**config.mk**
```make
export PLATFORM = sky130hd
export DESIGN_NAME = pcev_event_regs
export DESIGN_NICKNAME = d
export VERILOG_FILES = /design/src/include/pcev_pkg.sv /design/src/hw/pcev_event_regs.sv
export VERILOG_INCLUDE_DIRS = /design/src /design/src/include
export SDC_FILE = /design/constraint.sdc
export NUM_CORES = 1
export LEC_CHECK = 0
export ABC_AREA = 1
export BUFFER_PORTS_ARGS = -buffer_cell sky130_fd_sc_hd__clkbuf_2
export CORE_MARGIN = 2
export CORE_UTILIZATION = 50
export CTS_BUF_LIST = sky130_fd_sc_hd__clkbuf_16
export DETAILED_ROUTE_END_ITERATION = 8
export HOLD_SLACK_MARGIN = 0.12
export PLACE_DENSITY = 0.78
export SLEW_MARGIN = 15
export SYNTH_ARGS = -nofsm -noshare
export SYNTH_HDL_FRONTEND = slang
export SYNTH_SLANG_ARGS = --single-unit
```
**constraint.sdc**
```tcl
create_clock -name core_clk -period 1.3 [get_ports core_clk]
set_input_delay 0.26 -clock core_clk [delete_from_list [all_inputs] [get_ports core_clk]]
set_output_delay 0.26 -clock core_clk [all_outputs]
set_load 0.02 [all_outputs]
```
**src/include/pcev_defines.svh**
```systemverilog
// Command codes, field positions and reset values of the event flags
`ifndef PCEV_DEFINES_SVH
`define PCEV_DEFINES_SVH

`define PCEV_CMD_POWER_RD 8'h02
`define PCEV_CMD_POWER_COR 8'h03
`define PCEV_CMD_DISC_RD 8'h04
`define PCEV_CMD_DISC_COR 8'h05
`define PCEV_CMD_FAULT_RD 8'h06
`define PCEV_CMD_FAULT_COR 8'h07
`define PCEV_CMD_INRUSH_RD 8'h08
`define PCEV_CMD_INRUSH_COR 8'h09

`define PCEV_HI_LSB 4
`define PCEV_LO_LSB 0

`define PCEV_FLAGS_RST 8'h00
`define PCEV_READ_RST 8'h00
`define PCEV_SUMMARY_RST 7'h00

`define PCEV_SUM_PE 0
`define PCEV_SUM_PG 1
`define PCEV_SUM_DIS 2
`define PCEV_SUM_DET 3
`define PCEV_SUM_CLS 4
`define PCEV_SUM_OVL 5
`define PCEV_SUM_INRUSH_START_FAULT 6

`endif

```
**src/include/pcev_pkg.sv**
```systemverilog
// Types shared by the channel event flag block
package pcev_pkg;

    typedef logic [7:0] pcev_flags_t;
    typedef logic [3:0] pcev_chan_t;
    typedef logic [1:0] pcev_pair_t;

    // Event kinds that may wait for both channels of a four-pair port
    typedef enum logic [1:0] {
        PCEV_JOIN_PE = 2'b00,
        PCEV_JOIN_PG = 2'b01,
        PCEV_JOIN_DET = 2'b10,
        PCEV_JOIN_CLS = 2'b11
    } pcev_join_t;

endpackage

```
**src/hw/pcev_event_regs.sv**
```systemverilog
// Per-channel event flag registers with plain and clear-on-read access
//
// What this block does
// Power flags read at 02h unchanged, 03h returns same then clears all.
// Detection flags read at 04h plain, 05h same data then cleared.
// Fault flags read at 06h plain, 07h same data then cleared.
// Inrush/limit flags read at 08h plain, 09h same data then cleared.
// Clear-on-read of the register holding interrupt active releases it.
// Any set flag feeds its summary bit; flags active high per channel.
// Power bits 7-4 power-good change, 3-0 power-enable change; reset 0.
// Single-signature four-pair power bits set both only after both change.
// Bits 7-4 mark class cycle done, or class change in change mode.
// Bits 3-0 mark detect cycle done, or detect change in change mode.
// Detection, fault, inrush bits of a channel clear when it turns off.
// Four-pair without pending power-on sets both detect bits together.
// Single-signature four-pair sets class bit only for classified pair.
// Dual-signature without pending power-on sets both class bits together.
// Dual-signature with pending power-on sets bits per channel.
// Fault bits 7-4 disconnect, 3-0 overload timeout; reset 0.
// Single-signature disconnect sets both bits; others per channel.
// Host may re-power a faulted dual-signature channel if still valid; this block has no re-power logic.
// Overload flag still set when overload cutoff is disabled.
// Fault clear-on-read resets overload timers, not limit timers.
// Inrush bits 7-4 mark current held at limit beyond limit time.
// Inrush bits 3-0 mark start timeout or turn-on class/detect error.
// Interrupt only when mask bit and global enable set; flags ignore mask.
// A set in the cycle of a clear-on-read wins and survives.
// Flags held zero in reset, set only by event pulses after.
`timescale 1ns/100ps
`include "pcev_defines.svh"

module pcev_event_regs (
    input logic core_clk,
    input logic reset,
    input logic cmdStrobe,
    input logic [7:0] cmdCode,
    input logic [3:0] powerGoodChange,
    input logic [3:0] powerEnableChange,
    input logic [3:0] classDone,
    input logic [3:0] classChanged,
    input logic [3:0] detectDone,
    input logic [3:0] detectChanged,
    input logic [3:0] disconnectEvent,
    input logic [3:0] overloadTimeout,
    input logic [3:0] limitTimeout,
    input logic [3:0] inrushStartFault,
    input logic [3:0] channelOff,
    input logic [1:0] fourPairPort,
    input logic [1:0] singleSignature,
    input logic [1:0] powerOnPending,
    input logic class_change_mode,
    input logic detect_change_mode,
    input logic global_interrupt_enable,
    input logic [6:0] interruptMask,
    output logic [7:0] readData_q,
    output logic readValid_q,
    output logic [6:0] eventSummary_q,
    output logic interruptN_q,
    output logic [3:0] overloadTimerClear_q
);

    pcev_pkg::pcev_flags_t power_event_flags_q;
    pcev_pkg::pcev_flags_t discovery_event_flags_q;
    pcev_pkg::pcev_flags_t fault_event_flags_q;
    pcev_pkg::pcev_flags_t inrush_limit_event_flags_q;

    pcev_pkg::pcev_flags_t powerSet;
    pcev_pkg::pcev_flags_t discSet;
    pcev_pkg::pcev_flags_t faultSet;
    pcev_pkg::pcev_flags_t inrushSet;
    pcev_pkg::pcev_flags_t powerClr;
    pcev_pkg::pcev_flags_t discClr;
    pcev_pkg::pcev_flags_t faultClr;
    pcev_pkg::pcev_flags_t inrushClr;
    pcev_pkg::pcev_flags_t offMask;

    logic powerCor;
    logic discCor;
    logic faultCor;
    logic inrushCor;

    logic [3:0] joinEv [4];
    logic [1:0] joinEn [4];
    logic [3:0] joinSet [4];
    logic [3:0] hold_q [4];
    logic [3:0] hold_d [4];

    logic [3:0] disSet;
    logic [6:0] summary;
    logic intActive;

    // Clear-on-read strobes decoded from the command code
    assign powerCor = cmdStrobe && (cmdCode == `PCEV_CMD_POWER_COR);
    assign discCor = cmdStrobe && (cmdCode == `PCEV_CMD_DISC_COR);
    assign faultCor = cmdStrobe && (cmdCode == `PCEV_CMD_FAULT_COR);
    assign inrushCor = cmdStrobe && (cmdCode == `PCEV_CMD_INRUSH_COR);

    // Event inputs that may be joined across the two channels of a port
    assign joinEv[pcev_pkg::PCEV_JOIN_PE] = powerEnableChange;
    assign joinEv[pcev_pkg::PCEV_JOIN_PG] = powerGoodChange;
    assign joinEv[pcev_pkg::PCEV_JOIN_DET] =
        detect_change_mode ? detectChanged : detectDone;
    assign joinEv[pcev_pkg::PCEV_JOIN_CLS] =
        class_change_mode ? classChanged : classDone;

    // Power bits wait for both channels on single-signature loads
    assign joinEn[pcev_pkg::PCEV_JOIN_PE] =
        fourPairPort & singleSignature;
    assign joinEn[pcev_pkg::PCEV_JOIN_PG] =
        fourPairPort & singleSignature;
    // Pending power-on means staggered turn-on, so no joining
    assign joinEn[pcev_pkg::PCEV_JOIN_DET] =
        fourPairPort & ~powerOnPending;
    // Single-signature class only flags the classified pair
    assign joinEn[pcev_pkg::PCEV_JOIN_CLS] =
        fourPairPort & ~singleSignature & ~powerOnPending;

    genvar k;
    genvar p;
    generate
        for (k = 0; k < 4; k++) begin : gKind
            for (p = 0; p < 2; p++) begin : gPair
                logic [1:0] held;
                assign held = hold_q[k][2*p +: 2] | joinEv[k][2*p +: 2];
                // Both bits released in one cycle, so one interrupt only
                assign joinSet[k][2*p +: 2] = joinEn[k][p] ?
                    {2{&held}} : joinEv[k][2*p +: 2];
                assign hold_d[k][2*p +: 2] = (joinEn[k][p] && !(&held)) ?
                    (held & ~channelOff[2*p +: 2]) : 2'b00;
            end
        end
        for (p = 0; p < 2; p++) begin : gDis
            assign disSet[2*p +: 2] = (fourPairPort[p] && singleSignature[p]) ?
                {2{|disconnectEvent[2*p +: 2]}} :
                disconnectEvent[2*p +: 2];
        end
    endgenerate

    always_ff @(posedge core_clk) begin
        for (int i = 0; i < 4; i++) begin
            if (reset) begin
                hold_q[i] <= 4'h0;
            end else begin
                hold_q[i] <= hold_d[i];
            end
        end
    end

    assign powerSet = {joinSet[pcev_pkg::PCEV_JOIN_PG],
                       joinSet[pcev_pkg::PCEV_JOIN_PE]};
    assign discSet = {joinSet[pcev_pkg::PCEV_JOIN_CLS],
                      joinSet[pcev_pkg::PCEV_JOIN_DET]};
    // Overload flag is set whether or not cutoff is enabled
    assign faultSet = {disSet, overloadTimeout};
    assign inrushSet = {limitTimeout, inrushStartFault};

    assign offMask = {channelOff, channelOff};
    assign powerClr = powerCor ? 8'hFF : 8'h00;
    assign discClr = discCor ? 8'hFF : offMask;
    assign faultClr = faultCor ? 8'hFF : offMask;
    assign inrushClr = inrushCor ? 8'hFF : offMask;

    // Set beats clear so an event during the read is seen next time
    always_ff @(posedge core_clk) begin
        if (reset) begin
            power_event_flags_q <= `PCEV_FLAGS_RST;
        end else begin
            power_event_flags_q <=
                (power_event_flags_q & ~powerClr) | powerSet;
        end
    end

    always_ff @(posedge core_clk) begin
        if (reset) begin
            discovery_event_flags_q <= `PCEV_FLAGS_RST;
        end else begin
            discovery_event_flags_q <=
                (discovery_event_flags_q & ~discClr) | discSet;
        end
    end

    always_ff @(posedge core_clk) begin
        if (reset) begin
            fault_event_flags_q <= `PCEV_FLAGS_RST;
        end else begin
            fault_event_flags_q <=
                (fault_event_flags_q & ~faultClr) | faultSet;
        end
    end

    always_ff @(posedge core_clk) begin
        if (reset) begin
            inrush_limit_event_flags_q <= `PCEV_FLAGS_RST;
        end else begin
            inrush_limit_event_flags_q <=
                (inrush_limit_event_flags_q & ~inrushClr) | inrushSet;
        end
    end

    // Read answer: the value before any clear takes effect
    always_ff @(posedge core_clk) begin
        if (reset) begin
            readData_q <= `PCEV_READ_RST;
            readValid_q <= 1'b0;
        end else begin
            readValid_q <= 1'b0;
            readData_q <= `PCEV_READ_RST;
            if (cmdStrobe) begin
                case (cmdCode)
                    `PCEV_CMD_POWER_RD, `PCEV_CMD_POWER_COR: begin
                        readData_q <= power_event_flags_q;
                        readValid_q <= 1'b1;
                    end
                    `PCEV_CMD_DISC_RD, `PCEV_CMD_DISC_COR: begin
                        readData_q <= discovery_event_flags_q;
                        readValid_q <= 1'b1;
                    end
                    `PCEV_CMD_FAULT_RD, `PCEV_CMD_FAULT_COR: begin
                        readData_q <= fault_event_flags_q;
                        readValid_q <= 1'b1;
                    end
                    `PCEV_CMD_INRUSH_RD, `PCEV_CMD_INRUSH_COR: begin
                        readData_q <= inrush_limit_event_flags_q;
                        readValid_q <= 1'b1;
                    end
                    default: begin
                        readData_q <= `PCEV_READ_RST;
                        readValid_q <= 1'b0;
                    end
                endcase
            end
        end
    end

    // Limit timers live elsewhere and are deliberately not touched here
    always_ff @(posedge core_clk) begin
        if (reset) begin
            overloadTimerClear_q <= 4'h0;
        end else if (faultCor) begin
            overloadTimerClear_q <= fault_event_flags_q[3:0];
        end else begin
            overloadTimerClear_q <= 4'h0;
        end
    end

    assign summary[`PCEV_SUM_PE] = |power_event_flags_q[3:0];
    assign summary[`PCEV_SUM_PG] = |power_event_flags_q[7:4];
    assign summary[`PCEV_SUM_DIS] = |fault_event_flags_q[7:4];
    assign summary[`PCEV_SUM_DET] = |discovery_event_flags_q[3:0];
    assign summary[`PCEV_SUM_CLS] = |discovery_event_flags_q[7:4];
    assign summary[`PCEV_SUM_OVL] = |fault_event_flags_q[3:0] ||
                                    |inrush_limit_event_flags_q[7:4];
    assign summary[`PCEV_SUM_INRUSH_START_FAULT] =
        |inrush_limit_event_flags_q[3:0];

    // Mask gates only the pin; flags keep recording
    assign intActive = global_interrupt_enable &&
                       |(summary & interruptMask);

    // Pin follows the flags, so clearing them releases it
    always_ff @(posedge core_clk) begin
        if (reset) begin
            eventSummary_q <= `PCEV_SUMMARY_RST;
            interruptN_q <= 1'b1;
        end else begin
            eventSummary_q <= summary;
            interruptN_q <= !intActive;
        end
    end
endmodule

```
======== Yosys cells after proc, flatten, opt, wreduce, memory -nomap -nowiden ========
Memories as Yosys holds them, arrays and structs flattened.
Index checks and enable logic that the tools add are counted.
operators by class
  eq/ne operators ......................... 8
  add/subtract/negate cells ............... 0
  reduce and logical (&&, ||, !) cells .... 51
  bitwise logic cells ..................... 43
  div/mod/pow operators ................... 0
  multiply operators ...................... 0
  $lt $le $gt $ge ......................... 0
  multiplexer cells ....................... 33
  shift-type cells ........................ 0
operators with widths
  cell                                            count
  two-way mux 2 bit                               18
  bitwise AND 8 bit                               4
  == test 8 x 3 -> 1 bit (second input constant)  4
  two-way mux 8 bit                               4
  NOT 8 bit                                       4
  OR 8 bit                                        4
  one-hot mux 8 bit (4 select lines)              1
  OR reduction 4 bit                              8
  bitwise AND 2 bit                               12
  two-way mux 4 bit                               6
  == test 8 x 2 -> 1 bit (second input constant)  2
  == test 8 x 4 -> 1 bit (second input constant)  2
  OR 2 bit                                        8
  AND reduction 2 bit                             8
  OR reduction 2 bit                              8
  logical AND 1 bit                               15
  zero test 1 bit                                 9
  NOT 2 bit                                       4
  OR reduction 8 bit                              1
  bitwise AND 7 bit                               1
  OR reduction 7 bit                              1
  two-way mux 1 bit                               4
  OR 1 bit                                        4
  NOT 1 bit                                       2
  logical OR 1 bit                                1
storage, ports and cells
  input bits .............................. 71
  register bits after elaboration ......... 53
  memories kept ........................... 1
  memory bits (writable) .................. 16
  bits in latches ......................... 0
  bits in read-only memories .............. 0
  word-level logic and storage cells ...... 145
memories
  memory  depth  width  read ports  clocked after Yosys merged registers in  wr ports  RTL line               RTL
  hold_q  4      4      4           0                                        4         pcev_event_regs.sv:85  logic [3:0] hold_q [4];

======== Longest topological paths before layout ========
  word-level depth ........................ 7
  depth in mapped cells ................... 8

======== Worst setup path before layout ========
No wires, ideal clock.
  path type ............................... input -> register
  start ................................... in reset
  end ..................................... reg readData_q[0]
  setup slack ............................. 0.214 ns
  required time ........................... 1.185 ns
  path buffers ............................ 1
  arrival ................................. 0.970 ns
  stages .................................. 5
  setup time .............................. 0.115 ns
  cell sequence ........................... buf_2 > clkinv_1 > nand2_1 > o21bai_2 > nor2_2
on the way
  cells in the longest elaborated chain, start to end .. 1
RTL lines
  what                                 RTL line                RTL
  start: declaration                   pcev_event_regs.sv:34   input logic reset,
  OR reduction 2 bit (no source line)  n/a
  end signal: assignment               pcev_event_regs.sv:203  readData_q <= `PCEV_READ_RST;
  end signal: assignment               pcev_event_regs.sv:207  readData_q <= `PCEV_READ_RST;
  end signal: assignment               pcev_event_regs.sv:211  readData_q <= power_event_flags_q;
  end: declaration                     pcev_event_regs.sv:55   output logic [7:0] readData_q,
No other way between the ends.
A chain may end at the register's enable or synchronous reset.

======== Final worst setup path ========
  start ................................... reg power_event_flags_q[4]
  end ..................................... reg interruptN_q
on the way
  cells in the longest elaborated chain, start to end .. 5
RTL lines
  what                      RTL line                RTL
  start: declaration        pcev_event_regs.sv:62   pcev_pkg::pcev_flags_t power_event_flags_q;
  start signal: assignment  pcev_event_regs.sv:166  power_event_flags_q <= `PCEV_FLAGS_RST;
  start signal: assignment  pcev_event_regs.sv:168  power_event_flags_q <=
  OR reduction 4 bit        pcev_event_regs.sv:247  assign summary[`PCEV_SUM_PG] = |power_event_flags_q[7:4];
  bitwise AND 7 bit         pcev_event_regs.sv:258  |(summary & interruptMask);
  OR reduction 7 bit        pcev_event_regs.sv:258
  logical AND 1 bit         pcev_event_regs.sv:257  assign intActive = global_interrupt_enable &&
  zero test 1 bit           pcev_event_regs.sv:267  interruptN_q <= !intActive;
  end signal: assignment    pcev_event_regs.sv:267
  end: declaration          pcev_event_regs.sv:58   output logic interruptN_q,
No other way between the ends.

==> impl.org <==
** Critical path
- By instance count, the cell type seen most on the critical path is sky130_fd_sc_hd__nand2_1.
- For the worst setup path, the data arrival time is 1.42 ns.
- Type of element launching the critical path :: register
- Critical path endpoint category :: register
- In this design, the largest share of critical-path delay is due to simple AND/OR/NAND/NOR gates.
- Required time of the critical path :: between 1.5 and 2 ns
- Standard cell with the maximum stage delay on the critical path :: sky130_fd_sc_hd__dfxtp_1
- CP Max Fanout :: 3
- Cell-by-cell trace of the critical path :: nor2_1, nand2_1, nand2_1, nand2_1, nor2_1, nand3b_1, nand2_1
- The critical path is of the register to register type.
- The number of buffers and inverters on the critical path is 0.
- Largest stage delay, worst path :: roughly 0.34 ns

** Clock network
- Clock tree from TritonCTS :: done
- Clock transition time at the flip-flop clock pins of the worst setup and hold paths :: approximately 0.06 ns
- Count of H-tree levels built during CTS :: 3
- The tree built by TritonCTS fans out to 69 sinks.
- Clock buffer count from CTS :: 9
- Total of hold buffers inserted after clock tree synthesis :: 0
- The clock passes through at most 2 buffers.
- The cell sitting at the root of the clock tree is a sky130_fd_sc_hd__clkbuf_16.
- Skew-Pair Late Insertion Delay :: 0.33 ns
- Resized cells post-CTS :: 0
- Number of buffers inserted by post-CTS setup repair :: 0

** Yosys
- Number of different library cells in the post-synthesis netlist :: 22
- Count of synthesis-stage warnings from yosys :: 0
- Summing the sequential cell areas from Yosys gives 43.88% of the chip area.
- Fraction of synthesis flops using an asynchronous set or reset pin :: 0%
- After technology mapping, the gate count stands at 469.
- Counting flops and latches in the post-synthesis netlist gives 69.
- Synthesized area :: 3148 sq um
- Mean Syn Cell Area :: 6.712 sq um
- In this run, synthesis inferred 0 flip-flops with an integrated enable.
- Among all flip-flop cells after synthesis, the most frequent one is sky130_fd_sc_hd__dfxtp_1.
- When the netlist entered floorplanning its net count stood at 540.

** Global routing
- The first global-routing pass estimated 13840 microns of wire.
- GRT Overall Usage :: 24.85%
- Number of antenna violations at the first check in global routing :: 0
- The number of global-route vias before repair is about 3200.
- For this run the aggregate overflow at the end of global routing stands at 0.
- Entering global routing, the biggest net connects 43 pins.

** Hold path
- The min-delay analysis places its worst path in the category primary input to register.

** Floorplan
- The initialized floorplan defines 28 standard-cell rows.
- The die is 83.35 microns wide.
- Top-Level Pins :: 92
- Die outline height :: 83.35 microns
- The initial utilization of the core area, before any placement, comes to 52.55%.
- Core area :: 5991 sq um
- The die covers 6946 sq um.

** Detailed routing
- The first detailed-routing pass took 7 iterations.
- After detailed routing, the average wire length per cell comes to 12.58 microns.
- In this run, the number of DRC markers left after iteration 0 of detailed routing was ~190.
- Routed WL :: 8154 microns
- Once detail routing completed, the nets flagged for antenna violations numbered 0.
- After detailed routing, the number of remaining DRC violations is 0.
- Summing over every cut layer, the via total after detailed routing is between 3000 and 4000.
- After detailed routing, the number of vias per cell comes to 5.074.

** STA
- For the pin with the worst max-slew slack, the measured transition is 0.4285 ns.
- For this run, the top clock speed supported by timing is roughly 900 MHz.
- Slew Limit Fails :: 0
- The worst path meets setup with between 0.15 and 0.2 ns of slack.
- Share of the cycle needed by the critical path after routing :: just under 90%
- Final min period :: 1.135 ns
- Hold_ws :: 0.1300 ns
- RSZ-0062 raised after global routing :: no
- The clock arrives with 0.006540 ns of skew.
- Headroom to the max-slew limit came out at 71.43%.
- For the final routed database, the setup TNS stands at 0 ns.
- Setup violations remaining at the end of the flow were counted as 0.
- The number of hold violations in the final report is 0.

** Pwr
- P per Cell Area :: about 1300 nW/um^2
- Cell leakage power :: 2.069 nW
- IR analysis of the VDD net gives a maximum drop of ~870 uV.

** Outcome
- The flow ran to the end, and the final reports show no timing, DRC or antenna violations.

** Cells and area
- Share of post-route cells with drive strength above 1 :: 22.16%
- 0 antenna diodes ended up in the layout.
- At the end of the flow, the number of nets in the layout was 640.
- Top library cells by usage in the layout, fill and taps aside :: sky130_fd_sc_hd__nand2_1, sky130_fd_sc_hd__clkbuf_2, sky130_fd_sc_hd__nor2_1
- The library cell used most frequently in the layout, excluding fill and tap cells, is sky130_fd_sc_hd__nand2_1.
- Relative to the synthesized area, the layout overhead comes to 26.95%.

** Place
- HPWL after detailed placement :: 6243 microns
- Buffers placed on the I/O ports in this run total 91.
- The congestion estimate from routability-driven global placement came to 0.9381.
- DP Worst Slack :: 0.008355 ns

** Flow run
- Reported max-cap violation count :: 0
==> worst register-to-register path, stage by stage (launching register included) <==
cell,delay [ns]
sky130_fd_sc_hd__dfxtp_1,0.34
sky130_fd_sc_hd__nor2_1,0.19
sky130_fd_sc_hd__nand2_1,0.08
sky130_fd_sc_hd__nand2_1,0.08
sky130_fd_sc_hd__nand2_1,0.05
sky130_fd_sc_hd__nor2_1,0.18
sky130_fd_sc_hd__nand3b_1,0.11
sky130_fd_sc_hd__nand2_1,0.06
==> cells by family (layout without fill, tap and decap cells) <==
kind of cell	Yosys count	after routing	synth area share, %
flops	69	69	43.88
buf+inv	72	176	8.784
simple gates	284	284	40.06
compound gates	44	44	7.273
==> report_power, final <==
group	internal (mW)	switching (mW)	total [mW]
clock network	1.45	0.868	2.32
logic	0.251	0.394	0.645
registers	2.22	0.0737	2.30
total	3.93	1.34	5.26
==> routing by layer <==
| metal | wire length [microns] | GRT usage, % |
|---|---|---|
| met2 | 3778 | 41.86 |
| met4 | 196 | 9.538 |
| met1 | 3642 | 30.52 |
| met5 | 0 | 0 |
| met3 | 537 | 6.163 |
==> synthesized netlist by cell type, types with 2 or more instances <==
library cell	count	area [sq um]
sky130_fd_sc_hd__a21oi_1	40	200.2
sky130_fd_sc_hd__a31oi_1	2	12.51
sky130_fd_sc_hd__buf_2	2	10.01
sky130_fd_sc_hd__clkbuf_1	4	15.01
sky130_fd_sc_hd__dfxtp_1	69	1381
sky130_fd_sc_hd__inv_1	63	236.5
sky130_fd_sc_hd__nand2_1	116	435.4
sky130_fd_sc_hd__nand2_2	6	37.54
sky130_fd_sc_hd__nand3_1	64	320.3
sky130_fd_sc_hd__nand3b_1	6	45.04
sky130_fd_sc_hd__nor2_1	72	270.3
sky130_fd_sc_hd__nor2_2	3	18.77
sky130_fd_sc_hd__nor2_4	4	45.04
sky130_fd_sc_hd__nor3_1	10	50.05
==> final cells by class <==
type / instances / area [sq um]
inverter: 65 / 244.0
clock inverter: 6 / 56.30
sequential: 69 / 1381
fill: 528 / 1994
timing repair buffer: 96 / 505.5
tap: 75 / 93.84
clock buffer: 9 / 225.2
multi-input combinational: 328 / 1490
==> flip-flops by register name, indices dropped and copies added, names as in the netlist <==
signal                      cells
interruptN_q                    1
power_event_flags_q             8
eventSummary_q                  7
inrush_limit_event_flags_q      8
discovery_event_flags_q         8
overloadTimerClear_q            4
fault_event_flags_q             8
readData_q                      8
readValid_q                     1
hold_q                         16
==> per-stage QoR <==
step                      instances  instance area, sq um  power [mW]  util [%]
after floorplan                 469                  3148       2.709         -
after global placement          633                  3715       2.958     62.01
after detailed placement        633                  3715       2.974     62.01
after CTS                       648                  3996       5.283     66.71
after global routing            648                  3996       5.476     66.71
final                           648                  3996       5.264     66.71
==> path summary, 6_finish.rpt <==
check	startpoint	to	slack [ns]	depth (start not counted)
max	power_event_flags_q[4]$_SDFF_PP0_	interruptN_q$_SDFF_PP1_	0.16	7
min	channelOff[2]	hold_q[0][2]$_SDFF_PP0_	0.13	2
max reg2reg	power_event_flags_q[4]$_SDFF_PP0_	interruptN_q$_SDFF_PP1_	0.16	7
min reg2reg	power_event_flags_q[1]$_SDFF_PP0_	power_event_flags_q[1]$_SDFF_PP0_	0.47	2
Power figures use the tool's default switching activity.
